`config.mk`:
```
export PLATFORM = sky130hd
export DESIGN_NAME = bss_sequencer
export DESIGN_NICKNAME = d
export VERILOG_FILES = /design/src/hdl/bss_pkg.sv /design/src/hdl/bss_one_shot.sv /design/src/hdl/bss_sequencer.sv
export SDC_FILE = /design/constraint.sdc
export NUM_CORES = 1
export LEC_CHECK = 0
export BUFFER_PORTS_ARGS = -buffer_cell sky130_fd_sc_hd__buf_4
export CAP_MARGIN = 30
export CORE_MARGIN = 5
export CORE_UTILIZATION = 59
export CTS_BUF_LIST = sky130_fd_sc_hd__clkbuf_4
export CTS_CLUSTER_DIAMETER = 80
export DETAILED_ROUTE_END_ITERATION = 16
export GPL_TIMING_DRIVEN = 0
export PLACE_DENSITY = 0.82
export SLEW_MARGIN = 20
export SYNTH_ARGS = -nofsm -noshare
export SYNTH_HDL_FRONTEND = slang
export SYNTH_SLANG_ARGS = --single-unit
```
`constraint.sdc`:
```
create_clock -name clock_i -period 2.7 [get_ports clock_i]
set_clock_uncertainty 0.15 [all_clocks]
set_input_delay 0.135 -clock clock_i [delete_from_list [all_inputs] [get_ports clock_i]]
set_output_delay 0.135 -clock clock_i [all_outputs]
set_load 0.02 [all_outputs]
```
`src/hdl/bss_pkg.sv`:
```
// constants and types shared by the start-up sequencer
package bss_pkg;

  // ---------------------------------------------------------------
  // modes and commutation states
  // ---------------------------------------------------------------
  typedef enum logic [2:0] {
    BSS_ALIGN = 3'b001,
    BSS_RAMP  = 3'b010,
    BSS_RUN   = 3'b100
  } bss_mode_e;

  typedef enum logic [6:0] {
    BSS_ST_R = 7'b0000001,
    BSS_ST_A = 7'b0000010,
    BSS_ST_B = 7'b0000100,
    BSS_ST_C = 7'b0001000,
    BSS_ST_D = 7'b0010000,
    BSS_ST_E = 7'b0100000,
    BSS_ST_F = 7'b1000000
  } bss_comm_e;

  // gate pattern order: {lower3, lower2, lower1, upper3, upper2, upper1}
  localparam logic [5:0] BSS_GATES_R   = 6'h15;
  localparam logic [5:0] BSS_GATES_A   = 6'h21;
  localparam logic [5:0] BSS_GATES_B   = 6'h22;
  localparam logic [5:0] BSS_GATES_C   = 6'h0A;
  localparam logic [5:0] BSS_GATES_D   = 6'h0C;
  localparam logic [5:0] BSS_GATES_E   = 6'h14;
  localparam logic [5:0] BSS_GATES_F   = 6'h11;
  localparam logic [5:0] BSS_GATES_OFF = 6'h00;
  localparam int         BSS_LOW3_BIT  = 5;

  // sampled phase code: 0 none, 1 phase1, 2 phase2, 3 phase3
  localparam logic [1:0] BSS_SMP_NONE = 2'h0;
  localparam logic [1:0] BSS_SMP_P1   = 2'h1;
  localparam logic [1:0] BSS_SMP_P2   = 2'h2;
  localparam logic [1:0] BSS_SMP_P3   = 2'h3;

  // ---------------------------------------------------------------
  // timing
  // ---------------------------------------------------------------
  localparam int BSS_CLK_MHZ       = 125;
  localparam int BSS_OFF_TIME_US   = 20;
  localparam int BSS_OFF_TIME_CYC  = BSS_OFF_TIME_US * BSS_CLK_MHZ;
  localparam int BSS_PWM_PERIOD_US = 40;
  localparam int BSS_PWM_CYC       = BSS_PWM_PERIOD_US * BSS_CLK_MHZ;

endpackage : bss_pkg

```
`src/hdl/bss_one_shot.sv`:
```
// retriggerable countdown one-shot with fixed length
`timescale 1ns/100ps
module bss_one_shot #(
  parameter int LEN_CYC = 8
) (
  // clock and reset
  input  wire logic clock_i,
  input  wire logic rst_i,
  // trigger and output
  input  wire logic fire_i,
  output logic      busy_o
);

  // ---------------------------------------------------------------
  // counter
  // ---------------------------------------------------------------
  localparam int CW = $clog2(LEN_CYC + 1);
  localparam logic [CW-1:0] LEN = CW'(LEN_CYC);
  localparam logic [CW-1:0] ONE = CW'(1);

  logic [CW-1:0] cnt_q;

  initial begin
    if (LEN_CYC < 1) $error("bss_one_shot: LEN_CYC must be >= 1");
  end

  always_ff @(posedge clock_i) begin
    if (rst_i) begin
      cnt_q <= '0;
    end else if (fire_i) begin
      cnt_q <= LEN;
    end else if (cnt_q != '0) begin
      cnt_q <= cnt_q - ONE;
    end
  end

  assign busy_o = (cnt_q != '0);

endmodule : bss_one_shot

```
`src/hdl/bss_sequencer.sv`:
```
// start-up sequencer, commutation and gate-output logic
// ---------------------------------------------------------------
// ---------------------------------------------------------------
`timescale 1ns/100ps
module bss_sequencer #(
  parameter int OFF_TIME_CYC = bss_pkg::BSS_OFF_TIME_CYC,
  parameter int PWM_CYC      = bss_pkg::BSS_PWM_CYC,
  parameter int ERR_W        = 16
) (
  // clock and reset
  input  wire logic             clock_i,
  input  wire logic             rst_i,
  // timing comparators
  input  wire logic             align_trip_i,
  input  wire logic             ramp_trip_i,
  input  wire logic             comm_clk_i,
  // speed loop and current limit
  input  wire logic [ERR_W-1:0] speed_error_i,
  input  wire logic             current_trip_i,
  // protection inputs
  input  wire logic             upper3_high_i,
  input  wire logic             brake_request_n_i,
  input  wire logic             undervoltage_i,
  // bridge gate outputs
  output logic                  lower_gate_1_o,
  output logic                  lower_gate_2_o,
  output logic                  lower_gate_3_o,
  output logic                  upper_gate_1_o,
  output logic                  upper_gate_2_o,
  output logic                  upper_gate_3_o,
  // status and analog controls
  output logic                  undervoltage_flag_n_o,
  output logic                  emf_sampler_en_o,
  output logic                  ramp_charge_en_o,
  output logic [1:0]            sample_select_o,
  output logic [2:0]            mode_o
);

  // ---------------------------------------------------------------
  // elaboration checks
  // ---------------------------------------------------------------
  initial begin
    if (PWM_CYC < 2) $error("bss_sequencer: PWM_CYC must be >= 2");
    if (OFF_TIME_CYC < 2) $error("bss_sequencer: OFF_TIME_CYC too small");
    if ($clog2(PWM_CYC) > ERR_W) $error("bss_sequencer: ERR_W too small");
  end

  // ---------------------------------------------------------------
  // mode sequence
  // ---------------------------------------------------------------
  bss_pkg::bss_mode_e mode_q;
  logic               enter_ramp;

  assign enter_ramp = (mode_q == bss_pkg::BSS_ALIGN) && align_trip_i;

  always_ff @(posedge clock_i) begin
    if (rst_i) begin
      mode_q <= bss_pkg::BSS_ALIGN;
    end else begin
      case (mode_q)
        bss_pkg::BSS_ALIGN: begin
          if (align_trip_i) mode_q <= bss_pkg::BSS_RAMP;
        end
        bss_pkg::BSS_RAMP: begin
          if (ramp_trip_i) mode_q <= bss_pkg::BSS_RUN;
        end
        bss_pkg::BSS_RUN: begin
          mode_q <= bss_pkg::BSS_RUN;
        end
        default: mode_q <= bss_pkg::BSS_ALIGN;
      endcase
    end
  end

  // ---------------------------------------------------------------
  // commutation state machine
  // ---------------------------------------------------------------
  // oscillator treated as synchronous level; rising edge steps state
  logic              comm_clk_q;
  logic              comm_step;
  bss_pkg::bss_comm_e comm_q;

  assign comm_step = comm_clk_i && !comm_clk_q;

  always_ff @(posedge clock_i) begin
    if (rst_i) begin
      comm_clk_q <= 1'b0;
    end else begin
      comm_clk_q <= comm_clk_i;
    end
  end

  always_ff @(posedge clock_i) begin
    if (rst_i) begin
      comm_q <= bss_pkg::BSS_ST_R;
    end else if (enter_ramp) begin
      comm_q <= bss_pkg::BSS_ST_A;
    end else if (mode_q != bss_pkg::BSS_ALIGN && comm_step) begin
      case (comm_q)
        bss_pkg::BSS_ST_A: comm_q <= bss_pkg::BSS_ST_B;
        bss_pkg::BSS_ST_B: comm_q <= bss_pkg::BSS_ST_C;
        bss_pkg::BSS_ST_C: comm_q <= bss_pkg::BSS_ST_D;
        bss_pkg::BSS_ST_D: comm_q <= bss_pkg::BSS_ST_E;
        bss_pkg::BSS_ST_E: comm_q <= bss_pkg::BSS_ST_F;
        bss_pkg::BSS_ST_F: comm_q <= bss_pkg::BSS_ST_A;
        default:           comm_q <= bss_pkg::BSS_ST_A;
      endcase
    end
  end

  // table lookup of gate pattern and sampled phase
  logic [5:0] table_gates;
  logic [1:0] table_smp;

  always_comb begin
    case (comm_q)
      bss_pkg::BSS_ST_R: begin
        table_gates = bss_pkg::BSS_GATES_R;
        table_smp   = bss_pkg::BSS_SMP_NONE;
      end
      bss_pkg::BSS_ST_A: begin
        table_gates = bss_pkg::BSS_GATES_A;
        table_smp   = bss_pkg::BSS_SMP_P2;
      end
      bss_pkg::BSS_ST_B: begin
        table_gates = bss_pkg::BSS_GATES_B;
        table_smp   = bss_pkg::BSS_SMP_P1;
      end
      bss_pkg::BSS_ST_C: begin
        table_gates = bss_pkg::BSS_GATES_C;
        table_smp   = bss_pkg::BSS_SMP_P3;
      end
      bss_pkg::BSS_ST_D: begin
        table_gates = bss_pkg::BSS_GATES_D;
        table_smp   = bss_pkg::BSS_SMP_P2;
      end
      bss_pkg::BSS_ST_E: begin
        table_gates = bss_pkg::BSS_GATES_E;
        table_smp   = bss_pkg::BSS_SMP_P1;
      end
      bss_pkg::BSS_ST_F: begin
        table_gates = bss_pkg::BSS_GATES_F;
        table_smp   = bss_pkg::BSS_SMP_P3;
      end
      default: begin
        table_gates = bss_pkg::BSS_GATES_OFF;
        table_smp   = bss_pkg::BSS_SMP_NONE;
      end
    endcase
  end

  // ---------------------------------------------------------------
  // pwm sawtooth and duty
  // ---------------------------------------------------------------
  // count 0 stands for the ramp bottom, PWM_CYC-1 for its top
  localparam logic [ERR_W-1:0] SAW_TOP = ERR_W'(PWM_CYC - 1);
  localparam logic [ERR_W-1:0] SAW_ONE = ERR_W'(1);

  logic [ERR_W-1:0] saw_q;
  logic             pwm_on;

  always_ff @(posedge clock_i) begin
    if (rst_i || saw_q == SAW_TOP) begin
      saw_q <= '0;
    end else begin
      saw_q <= saw_q + SAW_ONE;
    end
  end

  assign pwm_on = speed_error_i > saw_q;

  // ---------------------------------------------------------------
  // current limit one-shot and cross-conduction hold
  // ---------------------------------------------------------------
  logic braking;
  logic off_busy;
  logic hold_q;

  assign braking = !brake_request_n_i;

  bss_one_shot #(
    .LEN_CYC (OFF_TIME_CYC)
  ) u_off_time (
    .clock_i (clock_i),
    .rst_i   (rst_i),
    .fire_i  (current_trip_i),
    .busy_o  (off_busy)
  );

  // set on the R to A step wins over a same-cycle release
  always_ff @(posedge clock_i) begin
    if (rst_i) begin
      hold_q <= 1'b0;
    end else begin
      hold_q <= enter_ramp || (hold_q && !upper3_high_i);
    end
  end

  // ---------------------------------------------------------------
  // output gating and registers
  // ---------------------------------------------------------------
  logic [5:0] gates_d;
  logic [5:0] gates_q;
  logic       lower_en;

  // undervoltage first, then brake: overcurrent must not interrupt a brake
  assign lower_en = pwm_on && !off_busy;

  always_comb begin
    gates_d = table_gates;
    if (undervoltage_i) begin
      gates_d = bss_pkg::BSS_GATES_OFF;
    end else if (braking) begin
      gates_d = {3'h7, 3'h0};
    end else begin
      gates_d[5:3] = table_gates[5:3] & {3{lower_en}};
      if (hold_q || enter_ramp) begin
        gates_d[bss_pkg::BSS_LOW3_BIT] = 1'b0;
      end
    end
  end

  always_ff @(posedge clock_i) begin
    if (rst_i) begin
      gates_q <= bss_pkg::BSS_GATES_OFF;
    end else begin
      gates_q <= gates_d;
    end
  end

  assign {lower_gate_3_o, lower_gate_2_o, lower_gate_1_o,
          upper_gate_3_o, upper_gate_2_o, upper_gate_1_o} = gates_q;

  // status and analog control registers
  always_ff @(posedge clock_i) begin
    if (rst_i) begin
      undervoltage_flag_n_o <= 1'b1;
      emf_sampler_en_o      <= 1'b0;
      ramp_charge_en_o      <= 1'b0;
      sample_select_o       <= bss_pkg::BSS_SMP_NONE;
      mode_o                <= bss_pkg::BSS_ALIGN;
    end else begin
      undervoltage_flag_n_o <= !undervoltage_i;
      emf_sampler_en_o      <= (mode_q == bss_pkg::BSS_RUN);
      ramp_charge_en_o      <= (mode_q == bss_pkg::BSS_RAMP);
      sample_select_o       <= table_smp;
      mode_o                <= mode_q;
    end
  end
endmodule : bss_sequencer

```
==> out/metrics.yaml <==
status:
  outcome: "complete, no violations"
sta:
  fmax_ghz: 0.452
  slew_viol_final: 0
  fin_setup_tns_ns: 0
  fin_crit_sh: 0.820
  slew_headroom: 0.475
  worst_pin_slew_ns: 0.777
  rsz0062_at_grt: "no"
  min_period_ns: 2.21
  finalSetupViolCount: 0
  hold_viol: 0
route:
  vias: 2569
  drc: 0
  drt-vias-per-instance: 5.65
  drtPass1Iterations: 4
  wirelength_um: 6230
  drt_iter0_markers: 176
  ant_nets: 0
  wire_per_inst_um: 13.7
floorplan:
  placeableCoreArea_um2: 4720
  initial_core_util: 0.604
  ios: 39
  die_area_um2: 6320
  die_y_um: 79.5
  die_w_um: 79.5
  num_rows: 25
synth:
  async_flop_share: 0
  yosysWarnings: 0
  synth_top_family_by_area: "simple AND/OR/NAND/NOR gates"
  synth_ff_type: "dfxtp_1"
  synth-compound-area-share: 0.143
  synth_cell_types: 48
  syn_inst: 333
  synth_seq_area_share: 0.379
  synth-simple-area-share: 0.280
  synthAdderAreaFrac: 0.0790
  ys_ff_latch: 54
  yosys.area_share.xor_xnor: 0.0614
  synth_nets: 376
  synthMuxAreaShare: 0.00395
  netlist_area_um2: 2850
  synth_edf_count: 0
  syn-mean-instance-area_um2: 8.56
power:
  leakagePower_nw: 1.28
  clkPwrFrac: 0.239
  pwr-share-seq: 0.570
  intPower_mw: 1.07
  comb_power_share: 0.191
  power.density_nw_per_um2: 446
  power.switching_mw: 0.438
  vdd_drop_max_mv: 0.377
  switching_share: 0.291
worst_setup_path:
  crit_type: "flop to flop"
  crit_fanout: 10
  arrival_ns: 2.34
  worstSetupStartpointType: "flop"
  cp_cell_sequence: "ha_1 -> and3_1 -> nand4_1 -> o41ai_2 -> buf_2 -> nor2_1"
  end_kind: "flop"
  crit_start: "saw_q[0]"
  cp_slowest_stage_delay_ns: 0.49
  crit_required_ns: 2.82
  cp_slowest_cell: "o41ai_2"
  critPathTopFamily: "compound AO/OA/AOI/OAI gates"
  worst_r2r_startpoint: "saw_q[0]"
  cp_num_buf_inv: 1
cts:
  htreeDepth: 2
  cts_sinks: 54
  cts_max_path_buffers: 2
  cts_tree: "done"
  clk_pin_slew_ns: 0.15
  clk_latency_ns: 0.38
  root_buffer: "clkbuf_4"
  post_cts_buffers: 0
  numCtsBuffers: 5
finish:
  fin_cells: 455
  syn_to_final_growth_pct: 18.3
  layout_common_cells: "54 x dfxtp_1, 38 x buf_4, 31 x nor2_1"
  antenna_cells: 0
  fillers: 364
  layout_commonest_cell: "dfxtp_1"
  nets: 430
  drive_gt1_frac: 0.160
global_routing:
  grt_max_degree: 18
  antenna_found_initial: 0
  grt_pass1_vias: 2339
  grt_first_pass_wirelength_um: 10600
  grt_remaining_overflow: 0
  track_usage: 0.207
placement:
  placed_cells: 437
  routabilityCongestion: 0.903
  dp_hpwl_um: 4680
  portBuffers: 37
flow_run:
  maxCapViolCount: 0
worst_hold_path:
  worstHoldPathType: "input port to flop"
  min_from: "speed_error_i[15]"
## timing repair
item / 4_1_cts / 5_1_grt
resized for setup: 0 / 0
endpoints found under the hold margin: 18 / 0
hold buffers: 10 / 0
## through the flow
step	instance area (µm²)	setup slack [ns]	hold slack [ns]	power, mW	utilization
final	3370	0.485	0.186	1.51	0.714
after global routing	3370	0.298	0.170	1.59	0.714
after CTS	3370	0.478	0.168	1.51	0.714
after detailed placement	3210	0.487	0.183	1.15	0.680
after global placement	3210	0.506	0.182	1.14	0.680
after floorplan	2850	0.803	0.0550	1.06	-
## metal layers
layer  wire (µm)  share of wire  global-route usage  vias up
li1            -              -                   -     1306
met1        2950           0.47               0.288     1193
met2        2910           0.47               0.321       58
met3         255          0.041              0.0440       12
met4         105          0.017              0.0636        0
met5           0              0                   0        -
## power groups by stage
stage               clock network, mW  registers (mW)  logic (mW)
finish                          0.359           0.859       0.287
global route                    0.407           0.864       0.320
floorplan                           0           0.877       0.184
global placement                    0           0.873       0.263
CTS                             0.372           0.857       0.285
detailed placement                  0           0.875       0.271
## flip-flops by register name, indices dropped and copies added, names as in the netlist
signal                 cells
comm_clk_q                 1
comm_q                     7
emf_sampler_en_o           1
gates_q                    6
hold_q                     1
mode_o                     3
mode_q                     3
ramp_charge_en_o           1
sample_select_o            2
saw_q                     16
u_off_time.cnt_q          12
undervoltage_flag_n_o      1
## path summary, 6_finish.rpt
| path | end | slack [ns] | cells past startpoint |
|---|---|---|---|
| worst max register to register | saw_q[3] | 0.49 | 6 |
| worst min-delay path | gates_q[4] | 0.19 | 4 |
| worst min register to register | u_off_time.cnt_q[10] | 0.35 | 2 |
| worst max-delay path | saw_q[3] | 0.49 | 6 |
## Yosys cell counts, types with 3 or more instances
cell / n / share of area
a21oi_1: 25 / 0.044
a31oi_1: 6 / 0.013
a32oi_1: 3 / 0.0092
and3_1: 3 / 0.0066
and4_1: 3 / 0.0092
buf_2: 5 / 0.0088
clkbuf_1: 7 / 0.0092
dfxtp_1: 54 / 0.38
ha_1: 18 / 0.079
inv_1: 25 / 0.033
nand2_1: 22 / 0.029
nand2b_1: 6 / 0.013
nand3_1: 8 / 0.014
nand3b_1: 3 / 0.0079
nand4_1: 13 / 0.029
nor2_1: 31 / 0.041
nor2b_1: 3 / 0.0066
nor3_1: 10 / 0.018
nor3b_1: 3 / 0.0079
nor4_1: 4 / 0.0088
o211ai_1: 3 / 0.0079
o21ai_0: 11 / 0.019
o31ai_1: 3 / 0.0079
or3_1: 12 / 0.026
or4_1: 6 / 0.016
xnor2_1: 16 / 0.049
xor2_1: 4 / 0.012
## cells by family (layout without fill, tap and decap cells)
kind of cell             count (synthesis)  count (layout)
adder cells (fa/ha/maj)                 18              18
XOR/XNOR                                20              20
AO/OA/AOI/OAI                           61              61
flip-flops                              54              54
AND/OR/NAND/NOR                        141             141
multiplexers                             1               1
buffers and inverters                   38              93
## final cells by class
type,count,area [µm²],area share
Buffer,13,58.8,0.0174
Clock buffer,5,37.5,0.0111
Clock inverter,3,21.3,0.00631
Inverter,25,93.8,0.0278
Multi-Input combinational cell,241,1620,0.480
Sequential cell,54,1080,0.321
Tap cell,67,83.8,0.0249
Timing Repair Buffer,47,378,0.112
## worst register-to-register path: stages (launching register included)
cell and delay (ns):
dfxtp_1 0.42, ha_1 0.28, and3_1 0.24, nand4_1 0.12
o41ai_2 0.49, buf_2 0.33, nor2_1 0.08
(Power assumes the default switching activity.)
